===== config.mk =====
export PLATFORM = sky130hd
export DESIGN_NAME = aodc_regs
export DESIGN_NICKNAME = d
export VERILOG_FILES = /design/src/aodc_pkg.sv /design/src/aodc_regs.sv /design/src/aodc_serial.sv /design/src/aodc_fmt.sv
export SDC_FILE = /design/constraint.sdc
export NUM_CORES = 1
export LEC_CHECK = 0
export ABC_AREA = 1
export BUFFER_PORTS_ARGS = -buffer_cell sky130_fd_sc_hd__buf_2
export CAP_MARGIN = 20
export CORE_UTILIZATION = 40
export CTS_BUF_LIST = sky130_fd_sc_hd__clkbuf_4 sky130_fd_sc_hd__clkbuf_8
export CTS_CLUSTER_SIZE = 30
export DETAILED_ROUTE_END_ITERATION = 10
export GPL_TIMING_DRIVEN = 0
export SLEW_MARGIN = 20
export SYNTH_ARGS = -nofsm -noshare
export SYNTH_HDL_FRONTEND = slang
export SYNTH_SLANG_ARGS = --single-unit

===== constraint.sdc =====
create_clock -name clk_in -period 25 [get_ports clk_in]
set_input_delay 2.5 -clock clk_in [delete_from_list [all_inputs] [get_ports clk_in]]
set_output_delay 2.5 -clock clk_in [all_outputs]
set_load 0.02 [all_outputs]

===== src/aodc_pkg.sv =====
/*
 Constants for the output formatting and processing configuration bank:
 register addresses, field positions, reset values, codes and latencies.
 Assumes a single sample clock and an 8-bit address, 8-bit data write frame.
*/
// Function
// - Three-bit selector substitutes test patterns for samples
// - Custom pattern low byte from register 18
// - Custom pattern top six bits from register 19
// - Bit-wise DDR: odd bits rise, even fall
// - Byte-wise DDR: low seven bits rise first
// - Format bit: zero twos complement, one offset
// - Fine gain 0 to 6 dB, half-dB steps
// - Gain correction 0.05 dB steps, both channels
// - Offset time constant code maps averaging length
// - Normal latency is fourteen sample clocks
// - Low latency ten clocks, processing bypassed
// - Decimate by two or four: either coefficients
// - No decimation forces user coefficients
// - Decimate by eight forces user coefficients
// - Tap setting picks 24 even or 23 odd
// - Override bit hands control to registers
// - Override lets register interface, power-down win
// - Coefficient source: zero built-in, one user
package aodc_pkg;
    localparam int DW = 14;
    localparam int FRAME_BITS = 16;
    localparam int LAT_NORMAL = 14;
    localparam int LAT_LOW = 10;

    // ==========================================
    // Register addresses, register reset value and custom high mask
    localparam logic [7:0] ADDR_CTRL = 8'h14;
    localparam logic [7:0] ADDR_FMT  = 8'h16;
    localparam logic [7:0] ADDR_GAIN = 8'h17;
    localparam logic [7:0] ADDR_CLO  = 8'h18;
    localparam logic [7:0] ADDR_CHI  = 8'h19;
    localparam logic [7:0] ADDR_TRIM = 8'h1A;
    localparam logic [7:0] ADDR_FILT = 8'h1B;
    localparam logic [7:0] REG_RESET = 8'h00;
    localparam logic [7:0] CHI_MASK  = 8'h3F;

    // ==========================================
    // Field positions
    localparam int CTRL_OVR_BIT  = 7;
    localparam int CTRL_LVDS_BIT = 5;
    localparam int FMT_BYTE_BIT  = 3;
    localparam int FMT_BIN_BIT   = 4;
    localparam int TRIM_LL_BIT   = 7;
    localparam int TRIM_TC_LSB   = 4;
    localparam int FILT_OFS_BIT  = 7;
    localparam int FILT_USER_BIT = 5;
    localparam int FILT_EN_BIT   = 4;
    localparam int FILT_ODD_BIT  = 3;

    // ==========================================
    // Codes
    typedef enum logic [2:0] {
        PAT_NORMAL = 3'h0,
        PAT_ZEROS  = 3'h1,
        PAT_ONES   = 3'h2,
        PAT_TOGGLE = 3'h3,
        PAT_RAMP   = 3'h4,
        PAT_CUSTOM = 3'h5
    } aodc_pat_t;

    localparam logic [2:0] DEC_BY2  = 3'h0;
    localparam logic [2:0] DEC_BY4  = 3'h1;
    localparam logic [2:0] DEC_NONE = 3'h2;
    localparam logic [2:0] DEC_BY8  = 3'h3;

    localparam logic [DW-1:0] TOGGLE_A = 14'h1555;
    localparam logic [DW-1:0] TOGGLE_B = 14'h2AAA;
    localparam logic [4:0] TAPS_EVEN = 5'h18;
    localparam logic [4:0] TAPS_ODD  = 5'h17;

    // Offset averaging length as a power of two
    function automatic logic [4:0] tc_log2(input logic [2:0] code);
        case (code)
            3'h1: tc_log2 = 5'h1A;
            3'h2: tc_log2 = 5'h19;
            3'h3: tc_log2 = 5'h18;
            3'h4: tc_log2 = 5'h1C;
            3'h5: tc_log2 = 5'h1D;
            default: tc_log2 = 5'h1B;
        endcase
    endfunction
endpackage


===== src/aodc_regs.sv =====
/*
 Configuration bank for output formatting and the processing path, with
 the serial write port, sample latency line and two formatted channels.
 Assumes samples, pins and the serial port are synchronous to clk_in; the
 filter datapath outside consumes the control outputs and returns dsp_*.
*/
`timescale 1ns/1ps
module aodc_regs #(
    parameter int DW = aodc_pkg::DW
) (
    input  wire logic          clk_in,
    input  wire logic          reset_n_in,
    input  wire logic          sen_n_in,
    input  wire logic          sclk_in,
    input  wire logic          sdata_in,
    input  wire logic          pin_lvds_in,
    input  wire logic [2:0]    pin_pdn_in,
    input  wire logic [DW-1:0] raw_a_in,
    input  wire logic [DW-1:0] raw_b_in,
    input  wire logic [DW-1:0] dsp_a_in,
    input  wire logic [DW-1:0] dsp_b_in,
    output logic [DW-1:0]      data_a_out,
    output logic [DW-1:0]      data_b_out,
    output logic [DW/2-1:0]    rise_a_out,
    output logic [DW/2-1:0]    fall_a_out,
    output logic [DW/2-1:0]    rise_b_out,
    output logic [DW/2-1:0]    fall_b_out,
    output logic               lvds_sel_out,
    output logic [2:0]         pdn_mode_out,
    output logic               low_latency_out,
    output logic [3:0]         fine_gain_out,
    output logic [3:0]         gain_corr_out,
    output logic [4:0]         offset_avg_length_out,
    output logic               offset_en_out,
    output logic [2:0]         decim_rate_out,
    output logic               filter_en_out,
    output logic               coef_user_out,
    output logic [4:0]         tap_count_out
);
    // ==========================================
    // Reset release
    logic rst_meta_ff;
    logic rst_n;

    always_ff @(posedge clk_in or negedge reset_n_in) begin
        if (!reset_n_in) begin
            rst_meta_ff <= 1'b0;
            rst_n <= 1'b0;
        end else begin
            rst_meta_ff <= 1'b1;
            rst_n <= rst_meta_ff;
        end
    end

    // ==========================================
    // Serial writes
    logic       wr_stb;
    logic [7:0] wr_addr;
    logic [7:0] wr_data;

    aodc_serial u_serial (
        .clk_in      (clk_in),
        .rst_n_in    (rst_n),
        .sen_n_in    (sen_n_in),
        .sclk_in     (sclk_in),
        .sdata_in    (sdata_in),
        .wr_stb_out  (wr_stb),
        .wr_addr_out (wr_addr),
        .wr_data_out (wr_data)
    );

    // ==========================================
    // Register bank
    logic [7:0] ctrl_ff;
    logic [7:0] fmt_ff;
    logic [7:0] gain_ff;
    logic [7:0] clo_ff;
    logic [7:0] chi_ff;
    logic [7:0] trim_ff;
    logic [7:0] filt_ff;

    wire wr_ctrl = wr_stb && wr_addr == aodc_pkg::ADDR_CTRL;
    wire wr_fmt  = wr_stb && wr_addr == aodc_pkg::ADDR_FMT;
    wire wr_gain = wr_stb && wr_addr == aodc_pkg::ADDR_GAIN;
    wire wr_clo  = wr_stb && wr_addr == aodc_pkg::ADDR_CLO;
    wire wr_chi  = wr_stb && wr_addr == aodc_pkg::ADDR_CHI;
    wire wr_trim = wr_stb && wr_addr == aodc_pkg::ADDR_TRIM;
    wire wr_filt = wr_stb && wr_addr == aodc_pkg::ADDR_FILT;

    always_ff @(posedge clk_in or negedge rst_n) begin
        if (!rst_n) begin
            ctrl_ff <= aodc_pkg::REG_RESET;
            fmt_ff <= aodc_pkg::REG_RESET;
            gain_ff <= aodc_pkg::REG_RESET;
            clo_ff <= aodc_pkg::REG_RESET;
            chi_ff <= aodc_pkg::REG_RESET;
            trim_ff <= aodc_pkg::REG_RESET;
            filt_ff <= aodc_pkg::REG_RESET;
        end else begin
            if (wr_ctrl) ctrl_ff <= wr_data;
            if (wr_fmt) fmt_ff <= wr_data;
            if (wr_gain) gain_ff <= wr_data;
            if (wr_clo) clo_ff <= wr_data;
            if (wr_chi) chi_ff <= wr_data & aodc_pkg::CHI_MASK;
            if (wr_trim) trim_ff <= wr_data;
            if (wr_filt) filt_ff <= wr_data;
        end
    end

    // ==========================================
    // Control decode
    wire       ovr = ctrl_ff[aodc_pkg::CTRL_OVR_BIT];
    wire       low_lat = trim_ff[aodc_pkg::TRIM_LL_BIT];
    wire [2:0] decim = filt_ff[2:0];
    wire [2:0] tc_code = trim_ff[aodc_pkg::TRIM_TC_LSB +: 3];
    // Built-in coefficients only exist for decimate by two and four
    wire builtin_ok = decim == aodc_pkg::DEC_BY2 || decim == aodc_pkg::DEC_BY4;
    wire nxt_coef_user = filt_ff[aodc_pkg::FILT_USER_BIT] | ~builtin_ok;
    wire nxt_lvds = ovr ? ctrl_ff[aodc_pkg::CTRL_LVDS_BIT] : pin_lvds_in;
    wire [2:0] nxt_pdn = ovr ? ctrl_ff[2:0] : pin_pdn_in;
    wire [4:0] nxt_taps = filt_ff[aodc_pkg::FILT_ODD_BIT] ? aodc_pkg::TAPS_ODD : aodc_pkg::TAPS_EVEN;
    // Constant so the asynchronous reset branch stays a plain value
    localparam logic [4:0] TC_AT_RESET = aodc_pkg::tc_log2(3'h0);

    always_ff @(posedge clk_in or negedge rst_n) begin
        if (!rst_n) begin
            lvds_sel_out <= 1'b0;
            pdn_mode_out <= 3'h0;
            low_latency_out <= 1'b0;
            fine_gain_out <= 4'h0;
            gain_corr_out <= 4'h0;
            offset_avg_length_out <= TC_AT_RESET;
            offset_en_out <= 1'b0;
            decim_rate_out <= 3'h0;
            filter_en_out <= 1'b0;
            coef_user_out <= 1'b0;
            tap_count_out <= aodc_pkg::TAPS_EVEN;
        end else begin
            lvds_sel_out <= nxt_lvds;
            pdn_mode_out <= nxt_pdn;
            low_latency_out <= low_lat;
            fine_gain_out <= gain_ff[3:0];
            gain_corr_out <= trim_ff[3:0];
            offset_avg_length_out <= aodc_pkg::tc_log2(tc_code);
            offset_en_out <= filt_ff[aodc_pkg::FILT_OFS_BIT];
            decim_rate_out <= decim;
            // Processing block is held off while it is bypassed
            filter_en_out <= filt_ff[aodc_pkg::FILT_EN_BIT] & ~low_lat;
            coef_user_out <= nxt_coef_user;
            tap_count_out <= nxt_taps;
        end
    end

    // ==========================================
    // Latency line: formatter adds the last stage
    localparam int DEPTH = aodc_pkg::LAT_NORMAL - 1;
    logic [DW-1:0] dly_a_ff [DEPTH];
    logic [DW-1:0] dly_b_ff [DEPTH];
    logic [DW-1:0] ramp_ff;
    logic          toggle_ff;

    // Bypass takes raw samples around the processing block
    wire [DW-1:0] src_a = low_lat ? raw_a_in : dsp_a_in;
    wire [DW-1:0] src_b = low_lat ? raw_b_in : dsp_b_in;
    wire [DW-1:0] tap_a = low_lat ? dly_a_ff[aodc_pkg::LAT_LOW-2] : dly_a_ff[aodc_pkg::LAT_NORMAL-2];
    wire [DW-1:0] tap_b = low_lat ? dly_b_ff[aodc_pkg::LAT_LOW-2] : dly_b_ff[aodc_pkg::LAT_NORMAL-2];
    wire [DW-1:0] custom = {chi_ff[DW-9:0], clo_ff};

    always_ff @(posedge clk_in or negedge rst_n) begin
        if (!rst_n) begin
            for (int i = 0; i < DEPTH; i++) begin
                dly_a_ff[i] <= '0;
                dly_b_ff[i] <= '0;
            end
            ramp_ff <= '0;
            toggle_ff <= 1'b0;
        end else begin
            dly_a_ff[0] <= src_a;
            dly_b_ff[0] <= src_b;
            for (int i = 1; i < DEPTH; i++) begin
                dly_a_ff[i] <= dly_a_ff[i-1];
                dly_b_ff[i] <= dly_b_ff[i-1];
            end
            ramp_ff <= ramp_ff + 1'b1;
            toggle_ff <= ~toggle_ff;
        end
    end

    // ==========================================
    // Output formatting, one instance per channel
    aodc_fmt #(.DW(DW)) u_fmt_a (
        .clk_in     (clk_in),
        .rst_n_in   (rst_n),
        .sample_in  (tap_a),
        .pattern_in (fmt_ff[2:0]),
        .bin_in     (fmt_ff[aodc_pkg::FMT_BIN_BIT]),
        .byte_in    (fmt_ff[aodc_pkg::FMT_BYTE_BIT]),
        .custom_in  (custom),
        .ramp_in    (ramp_ff),
        .toggle_in  (toggle_ff),
        .data_out   (data_a_out),
        .rise_out   (rise_a_out),
        .fall_out   (fall_a_out)
    );

    aodc_fmt #(.DW(DW)) u_fmt_b (
        .clk_in     (clk_in),
        .rst_n_in   (rst_n),
        .sample_in  (tap_b),
        .pattern_in (fmt_ff[2:0]),
        .bin_in     (fmt_ff[aodc_pkg::FMT_BIN_BIT]),
        .byte_in    (fmt_ff[aodc_pkg::FMT_BYTE_BIT]),
        .custom_in  (custom),
        .ramp_in    (ramp_ff),
        .toggle_in  (toggle_ff),
        .data_out   (data_b_out),
        .rise_out   (rise_b_out),
        .fall_out   (fall_b_out)
    );

    // ==========================================
    // Checks
    logic [3:0] quiet_ff;

    always_ff @(posedge clk_in or negedge rst_n) begin
        if (!rst_n) begin
            quiet_ff <= 4'h0;
        end else if (wr_stb) begin
            quiet_ff <= 4'h0;
        end else if (quiet_ff != 4'hF) begin
            quiet_ff <= quiet_ff + 4'h1;
        end
    end

    wire settled_bin = quiet_ff == 4'hF && fmt_ff[2:0] == aodc_pkg::PAT_NORMAL && fmt_ff[aodc_pkg::FMT_BIN_BIT];

    lat_normal_a: assert property (@(posedge clk_in) disable iff (!rst_n)
        settled_bin && !low_lat |-> data_a_out == $past(dsp_a_in, 14))
        else $error("normal latency not 14 cycles");
    lat_low_a: assert property (@(posedge clk_in) disable iff (!rst_n)
        settled_bin && low_lat |-> data_b_out == $past(raw_b_in, 10))
        else $error("low latency not 10 raw cycles");
    pat_zero_a: assert property (@(posedge clk_in) disable iff (!rst_n)
        fmt_ff[2:0] == aodc_pkg::PAT_ZEROS |=> data_a_out == '0 && data_b_out == '0)
        else $error("zero pattern not driven");
    pat_custom_a: assert property (@(posedge clk_in) disable iff (!rst_n)
        fmt_ff[2:0] == aodc_pkg::PAT_CUSTOM |=> data_a_out == {$past(chi_ff[5:0]), $past(clo_ff)})
        else $error("custom pattern mismatch");
    chi_zero_a: assert property (@(posedge clk_in) disable iff (!rst_n)
        wr_chi |=> chi_ff[7:6] == 2'h0 && chi_ff[5:0] == $past(wr_data[5:0]))
        else $error("custom high bits wrong");
    gain_wr_a: assert property (@(posedge clk_in) disable iff (!rst_n)
        wr_gain |=> ##1 fine_gain_out == $past(wr_data[3:0], 2))
        else $error("fine gain not applied");
    coef_force_a: assert property (@(posedge clk_in) disable iff (!rst_n)
        (decim == aodc_pkg::DEC_NONE || decim == aodc_pkg::DEC_BY8) |=> coef_user_out)
        else $error("built-in coefficients not blocked");
    coef_sel_a: assert property (@(posedge clk_in) disable iff (!rst_n)
        builtin_ok |=> coef_user_out == $past(filt_ff[aodc_pkg::FILT_USER_BIT]))
        else $error("coefficient source wrong");
    ovr_pins_a: assert property (@(posedge clk_in) disable iff (!rst_n)
        !ovr |=> pdn_mode_out == $past(pin_pdn_in) && lvds_sel_out == $past(pin_lvds_in))
        else $error("pins not in charge");
    ovr_regs_a: assert property (@(posedge clk_in) disable iff (!rst_n)
        ovr |=> pdn_mode_out == $past(ctrl_ff[2:0]))
        else $error("register power-down not applied");
    tc_map_a: assert property (@(posedge clk_in) disable iff (!rst_n)
        tc_code == 3'h3 |=> offset_avg_length_out == 5'h18)
        else $error("offset averaging length wrong");
    taps_a: assert property (@(posedge clk_in) disable iff (!rst_n)
        filt_ff[aodc_pkg::FILT_ODD_BIT] |=> tap_count_out == aodc_pkg::TAPS_ODD)
        else $error("odd tap count wrong");

    // ==========================================
    // Control output checks and the ones pattern check
    corr_wr_a: assert property (@(posedge clk_in) disable iff (!rst_n)
        wr_trim |=> ##1 gain_corr_out == $past(wr_data[3:0], 2))
        else $error("gain correction not applied");
    dec8_user_a: assert property (@(posedge clk_in) disable iff (!rst_n)
        decim == aodc_pkg::DEC_BY8 |=> coef_user_out)
        else $error("decimate by eight without user coefficients");
    filt_on_a: assert property (@(posedge clk_in) disable iff (!rst_n)
        !low_lat |=> filter_en_out == $past(filt_ff[aodc_pkg::FILT_EN_BIT]))
        else $error("filter enable not applied");
    bypass_off_a: assert property (@(posedge clk_in) disable iff (!rst_n)
        low_lat |=> !filter_en_out && low_latency_out)
        else $error("processing not bypassed");
    builtin_dec_a: assert property (@(posedge clk_in) disable iff (!rst_n)
        builtin_ok && !filt_ff[aodc_pkg::FILT_USER_BIT] |=> !coef_user_out)
        else $error("built-in coefficients refused");
    lvds_regs_a: assert property (@(posedge clk_in) disable iff (!rst_n)
        ovr |=> lvds_sel_out == $past(ctrl_ff[aodc_pkg::CTRL_LVDS_BIT]))
        else $error("register interface select not applied");
    taps_even_a: assert property (@(posedge clk_in) disable iff (!rst_n)
        !filt_ff[aodc_pkg::FILT_ODD_BIT] |=> tap_count_out == aodc_pkg::TAPS_EVEN)
        else $error("even tap count wrong");
    tc_dflt_a: assert property (@(posedge clk_in) disable iff (!rst_n)
        tc_code[2:1] == 2'h3 |=> offset_avg_length_out == 5'h1B)
        else $error("default averaging length wrong");
    pat_ones_a: assert property (@(posedge clk_in) disable iff (!rst_n)
        fmt_ff[2:0] == aodc_pkg::PAT_ONES |=> data_a_out == '1 && data_b_out == '1)
        else $error("ones pattern not driven");
endmodule


===== src/aodc_serial.sv =====
/*
 Serial write port: 16-bit frames, address then data, MSB first.
 Assumes enable, clock and data pins are synchronous to clk_in.
*/
`timescale 1ns/1ps
module aodc_serial (
    input  wire logic       clk_in,
    input  wire logic       rst_n_in,
    input  wire logic       sen_n_in,
    input  wire logic       sclk_in,
    input  wire logic       sdata_in,
    output logic            wr_stb_out,
    output logic [7:0]      wr_addr_out,
    output logic [7:0]      wr_data_out
);
    logic        sclk_ff;
    logic [4:0]  cnt_ff;
    logic [15:0] shift_ff;
    wire         rise = sclk_in & ~sclk_ff & ~sen_n_in;
    wire  [15:0] nxt_shift = {shift_ff[14:0], sdata_in};
    wire         last = (cnt_ff == 5'(aodc_pkg::FRAME_BITS - 1));

    always_ff @(posedge clk_in or negedge rst_n_in) begin
        if (!rst_n_in) begin
            sclk_ff <= 1'b0;
            cnt_ff <= 5'h00;
            shift_ff <= 16'h0000;
            wr_stb_out <= 1'b0;
            wr_addr_out <= 8'h00;
            wr_data_out <= 8'h00;
        end else begin
            sclk_ff <= sclk_in;
            wr_stb_out <= rise & last;
            // Frame aborts cleanly when enable rises early
            if (sen_n_in) begin
                cnt_ff <= 5'h00;
            end else if (rise) begin
                shift_ff <= nxt_shift;
                cnt_ff <= last ? 5'h00 : cnt_ff + 5'h01;
            end
            if (rise & last) begin
                wr_addr_out <= nxt_shift[15:8];
                wr_data_out <= nxt_shift[7:0];
            end
        end
    end
endmodule


===== src/aodc_fmt.sv =====
/*
 One channel of output formatting: pattern substitution, encoding and
 DDR bit split. Assumes samples arrive in offset binary.
*/
`timescale 1ns/1ps
module aodc_fmt #(
    parameter int DW = aodc_pkg::DW
) (
    input  wire logic          clk_in,
    input  wire logic          rst_n_in,
    input  wire logic [DW-1:0] sample_in,
    input  wire logic [2:0]    pattern_in,
    input  wire logic          bin_in,
    input  wire logic          byte_in,
    input  wire logic [DW-1:0] custom_in,
    input  wire logic [DW-1:0] ramp_in,
    input  wire logic          toggle_in,
    output logic [DW-1:0]      data_out,
    output logic [DW/2-1:0]    rise_out,
    output logic [DW/2-1:0]    fall_out
);
    logic [DW-1:0]   word;
    logic [DW/2-1:0] odd_bits;
    logic [DW/2-1:0] even_bits;

    // Twos complement is offset binary with the sign inverted
    wire [DW-1:0] coded = {sample_in[DW-1] ^ ~bin_in, sample_in[DW-2:0]};

    always_comb begin
        unique case (pattern_in)
            aodc_pkg::PAT_NORMAL: word = coded;
            aodc_pkg::PAT_ZEROS:  word = '0;
            aodc_pkg::PAT_ONES:   word = '1;
            aodc_pkg::PAT_TOGGLE: word = toggle_in ? aodc_pkg::TOGGLE_B : aodc_pkg::TOGGLE_A;
            aodc_pkg::PAT_RAMP:   word = ramp_in;
            aodc_pkg::PAT_CUSTOM: word = custom_in;
            default:              word = coded;
        endcase
    end

    always_comb begin
        for (int i = 0; i < DW/2; i++) begin
            odd_bits[i] = word[2*i+1];
            even_bits[i] = word[2*i];
        end
    end

    always_ff @(posedge clk_in or negedge rst_n_in) begin
        if (!rst_n_in) begin
            data_out <= '0;
            rise_out <= '0;
            fall_out <= '0;
        end else begin
            data_out <= word;
            rise_out <= byte_in ? word[DW/2-1:0] : odd_bits;
            fall_out <= byte_in ? word[DW-1:DW/2] : even_bits;
        end
    end

    ddr_bit_a: assert property (@(posedge clk_in) disable iff (!rst_n_in)
        !$past(byte_in) |-> rise_out[0] == data_out[1] && fall_out[DW/2-1] == data_out[DW-2])
        else $error("bit-wise DDR split wrong");
    ddr_byte_a: assert property (@(posedge clk_in) disable iff (!rst_n_in)
        $past(byte_in) |-> rise_out == data_out[DW/2-1:0] && fall_out == data_out[DW-1:DW/2])
        else $error("byte-wise DDR split wrong");
    fmt_code_a: assert property (@(posedge clk_in) disable iff (!rst_n_in)
        pattern_in == aodc_pkg::PAT_NORMAL |=>
            data_out == {$past(sample_in[DW-1]) ^ ~$past(bin_in), $past(sample_in[DW-2:0])})
        else $error("data format encoding wrong");
endmodule


Word-level counts from Yosys, hierarchy flattened
Cells that the tools add are included.

operators by class
  add/sub/neg operators = 2
  multipliers = 0
  divide/modulo/power cells = 0
  magnitude comparators = 0
  eq/ne operators = 19
  shifts and indexed selects = 0
  mux-type cells = 18
  bitwise gates (word level) = 13
  reduce and logical (&&, ||, !) cells = 11

operators with widths
  cell                     number
  $pmux W14 S5             2
  $mux W14                 5
  $eq A8 B5 Y1 const B     7
  $mux W7                  4
  $mux W5                  3
  $pmux W3 S5              1
  $add A14 B1 Y14 const B  1
  $eq A3 B2 Y1 const B     4
  $eq A3 B3 Y1 const B     4
  $eq A3 B1 Y1 const B     3
  $logic_and A1 B1 Y1      7
  $not A1 Y1               6
  $add A5 B1 Y5 const B    1
  $eq A5 B4 Y1 const B     1
  $and A1 B1 Y1            4
  $mux W4                  1
  $logic_not A3 Y1         1
  $mux W3                  1
  $reduce_and A2 Y1        1
  $reduce_bool A2 Y1       1
  $xor A1 B1 Y1            2
  $logic_or A1 B1 Y1       1
  $mux W1                  1
  $or A1 B1 Y1             1

storage, ports and cells
  register bits = 551
  latch bits = 0
  RAM bits = 0
  bits in read-only memories = 0
  bits of input ports = 65
  output and inout bits = 85
  memories kept = 0

Longest topological paths before layout
  word-level depth = 5
  mapped depth = 10

Modules after synthesis
A second synthesis with hierarchy kept.

second synthesis, totals
  cell total of the unflattened synthesis = 1291
  area total of the unflattened synthesis = 17718.2 µm²

modules (own cells, without submodules)
  module       times used  cells each  area each (µm²)  sequential area each (µm²)
  aodc_regs    1           765         13112.6          11214.5
  aodc_fmt     2           180         1542.7           700.7
  aodc_serial  1           166         1520.2           950.9

Worst setup path after synthesis
No wires, ideal clock.

  kind = input -> register
  start = in sclk_in
  end = reg u_serial.wr_addr_out[0]
  setup time = 132 ps
  data arrival time = 3159 ps
  required time = 24868 ps
  slack = 21710 ps
  stages on the path = 6
  buffers on the path = 1
  cell sequence = inv_1 -> nor2_1 -> nand3_1 -> clkbuf_1 -> nand2_1 -> o21ai_0

on the way
  cells in the longest elaborated chain, start to end = 3

ends and longest elaborated chain
  element                      line               RTL
  start, declared              aodc_regs.sv:14    input wire logic sclk_in,
  $and A1 B1 Y1 (2 in series)  aodc_serial.sv:19  wire rise = sclk_in & ~sclk_ff & ~sen_n_in;
  $and A1 B1 Y1                aodc_serial.sv:41  if (rise & last) begin
  end signal, assigned         aodc_serial.sv:42  wr_addr_out <= nxt_shift[15:8];
  end, declared                aodc_serial.sv:13  output logic [7:0] wr_addr_out,

No other way between the ends.
A chain may end at the register's enable or synchronous reset.

Worst setup path in the final report
  start = reg offset_avg_length_out[0]
  end = out offset_avg_length_out[0]

RTL lines
  element                 line              RTL
  start, declared         aodc_regs.sv:33   output logic [4:0] offset_avg_length_out,
  start signal, assigned  aodc_regs.sv:144  offset_avg_length_out <= aodc_pkg::tc_log2(tc_code);

No word-level cell between the ends.

==> out/results.txt <==
DRC Markers - 0
Total GRT Usage - 13.92%
TritonRoute pass-1 iters - 4
Dpl hpwl - 19300 microns
Clock power frac - 44.7%
Seq cells post-synth - 542
Hold Buf Count CTS - 0
Row count - 74
First-pass GRT wire length - 47410 microns
Async set-reset flop share out of synthesis - 100.0%
Cell taking the most area after synthesis - dfrtp_1
Nets - 1597
Core area - 41200 sq um
Status - finished clean
Nature of the critical path endpoint - output port
Die area - 42920 sq um
Crit path DAT - 1.28 ns
Final Skew - 0.02570 ns
Min-delay worst type - reg2async
Final-report hold violation count - 0
Crit share post-route - 15.12%
Yosys warns - 0
# resized after CTS - 0
Grt ovf - 0
Leakage - 0.009964 uW
Sw Share - 21.11%
Starting DRT DRC Count - 454
Gate power share - 3.3%
Final WS setup - 21.22 ns
Pins Over Slew Limit - 0
F_max - 264.5 MHz
Critical R2R Launch - rst_n$_DFF_PN0_
Most frequent cells after synthesis - dfrtp_1, nand2_1, inv_1, nor2_1, o21ai_0
Placement Cell Area - 18520 sq um
Post-CTS Setup Bufs - 0
Non-Filler Instances - 2129
Initial antenna violation count - 0
Cell with the most instances after synthesis - dfrtp_1
RD Place Congestion - 0.7981
Sequential area share after synthesis - 80.58%
Final ANT Viol Nets - 0
Ports - 150
P_sw - 379.2 uW
IO Port Bufs - 146
Netlist cell types - 31
Clock Tree Buf Depth - 3
Top-area cell type share of the netlist area - 80.11%
Clock Root Buffer - clkbuf_8
EDFF count, synth - 0
Min cycle time layout - 3.781 ns
Cell Area, Synth - 16840 sq um
Via/cell ratio - 4.279
Die Width - 207.2 microns
Part of the power in registers - 52.0%
Post-place setup slack - 21.36 ns
CTS tree - built
Unrepaired setup endpoints after global routing - no
Clock slew at reported path FFs - 0.06 ns
Dpl cells - 1975
Cells on worst reg2reg path - 5
Reg-to-reg slack, setup - 22.97 ns
Delay-heaviest family, CP - flip-flops
Clk_lat worst skew - 0.63 ns
Worst setup path class - reg2out
Worst-path fanout max - 1
Crit-path cells - buf_2
H-Tree Depth - 3
Area grow syn2layout - 21.56%
Main synth FF type - dfrtp_1
Vias in the first global route - 9298
Ant diodes - 0
Final WL - 28290 microns
Reg2Reg Capture Point - tap_count_out[3]$_DFF_PN1_
Die Span Y - 207.2 microns
VDD IR max - 0.03976 mV
CP startpoint kind - register
Worst Path Required - 22.50 ns
Cell count after synthesis - 1283
Setup TNS - 0 ns
Initial Util - 40.86%
Worst slew margin - 49.07%
WL/cell - 13.29 microns
Total CTS buffers - 84
Final setup violation count - 0
Total power - 1796 uW
Pwr/cell area - 87.78 nW/um^2
Maxcap violations - 0
Largest net degree at the start of global routing - 58
Share of layout cells above drive strength 1 - 22.86%
Crit path max-delay cell type - dfstp_2
Top cells by area, synth - dfrtp_1, nand2_1, inv_1
Internal Power - 1417 uW
Finished layout cell area - 20470 sq um
CTS sink count - 542
Avg Inst Size Synth - 13.12 sq um
Via count - 9111
WP buf/inv - 1
Slew @ Worst Pin - 0.7639 ns
Critical Path Max Stage Delay - 0.51 ns
## placed cells by master, fill, tap and decap left out, types with 7 or more instances in the layout
cell type / instances
o21ai_2: 13
xor2_1: 8
nand3_1: 25
nor3_1: 7
buf_16: 7
o21ai_1: 30
o21ai_0: 35
dfrtp_1: 538
nand2_1: 434
clkbuf_8: 111
buf_2: 156
clkbuf_1: 13
buf_4: 8
clkbuf_4: 31
nor2_1: 48
inv_1: 71
## kinds of logic after synthesis
| group | Yosys count | synth area share, % |
|---|---|---|
| buffers and inverters | 111 | 2.906 |
| AOI/OAI and AO/OA | 83 | 2.846 |
| adders and majority gates | 3 | 0.2230 |
| xor gates and xnor gates | 12 | 0.6243 |
| muxes | 4 | 0.2675 |
| and+or+nand+nor | 527 | 12.53 |
| other | 1 | 0.02227 |
| DFF | 542 | 80.58 |
## flip-flops by register name, indices dropped and copies added, names as in the netlist, 14 cells and up
register,count
dly_a_ff,182
u_fmt_b.data_out,14
u_fmt_a.data_out,14
u_serial.shift_ff,15
ramp_ff,14
dly_b_ff,182
## cell type report
cell class              instances  area [sq um]
plain buffers                  39         219.0
clock buffers                 142          1760
clock inverters                12         185.2
fillers                      3622         20740
inverters                      72         270.3
multi-input cells             633          2791
flip-flops and latches        542         13570
well taps                     532         665.6
repair buffers                157          1003
## worst register-to-register path, delay by kind of cell, from the launching register on
| kind | cells | cell delay (ns) |
|---|---|---|
| buf+inv | 5 | 1.45 |
| flops | 1 | 0.68 |
## through the flow
step	hold WS (ns)	utilization, %
global placement	0.3316	44.28
CTS	0.2739	49.67
floorplan	0.3312	-
global route	0.3092	49.67
finish	0.2616	49.67
detailed placement	0.2772	44.95
## routing by layer
layer	global-route usage (%)	vias up	wire length (microns)
met1	18.91	4376	13180
met3	3.745	39	1543
met4	5.687	0	508
li1	-	4472	-
met2	21.33	224	13050
met5	0	-	0
## how the worst max path moves through the flow
stage,from,end,slack (ns),cells after the start
after floorplan,rst_n$_DFF_PN0_,chi_ff[0]$_DFFE_PN0P_,8.78,0
after global placement,rst_n$_DFF_PN0_,pdn_mode_out[1]$_DFF_PN0_,4.03,0
final,offset_avg_length_out[0]$_DFF_PN1_,offset_avg_length_out[0],21.22,1
after global routing,offset_avg_length_out[1]$_DFF_PN1_,offset_avg_length_out[1],21.15,1
after detailed placement,sclk_in,u_serial.wr_data_out[1]$_DFFE_PN0P_,21.36,7
after CTS,offset_avg_length_out[0]$_DFF_PN1_,offset_avg_length_out[0],21.16,1
## power by group through the flow
| stage | Sequential (uW) | Combinational [uW] | Clock, uW |
|---|---|---|---|
| 3_5_place_dp | 950 | 60.6 | 0 |
| 5_1_grt | 938 | 68.2 | 871 |
| 3_3_place_gp | 965 | 37.9 | 0 |
| 2_1_floorplan | 965 | 17.5 | 0 |
| 4_1_cts | 934 | 60.8 | 833 |
| 6_report | 934 | 58.9 | 804 |
Power figures use the tool's default switching activity.
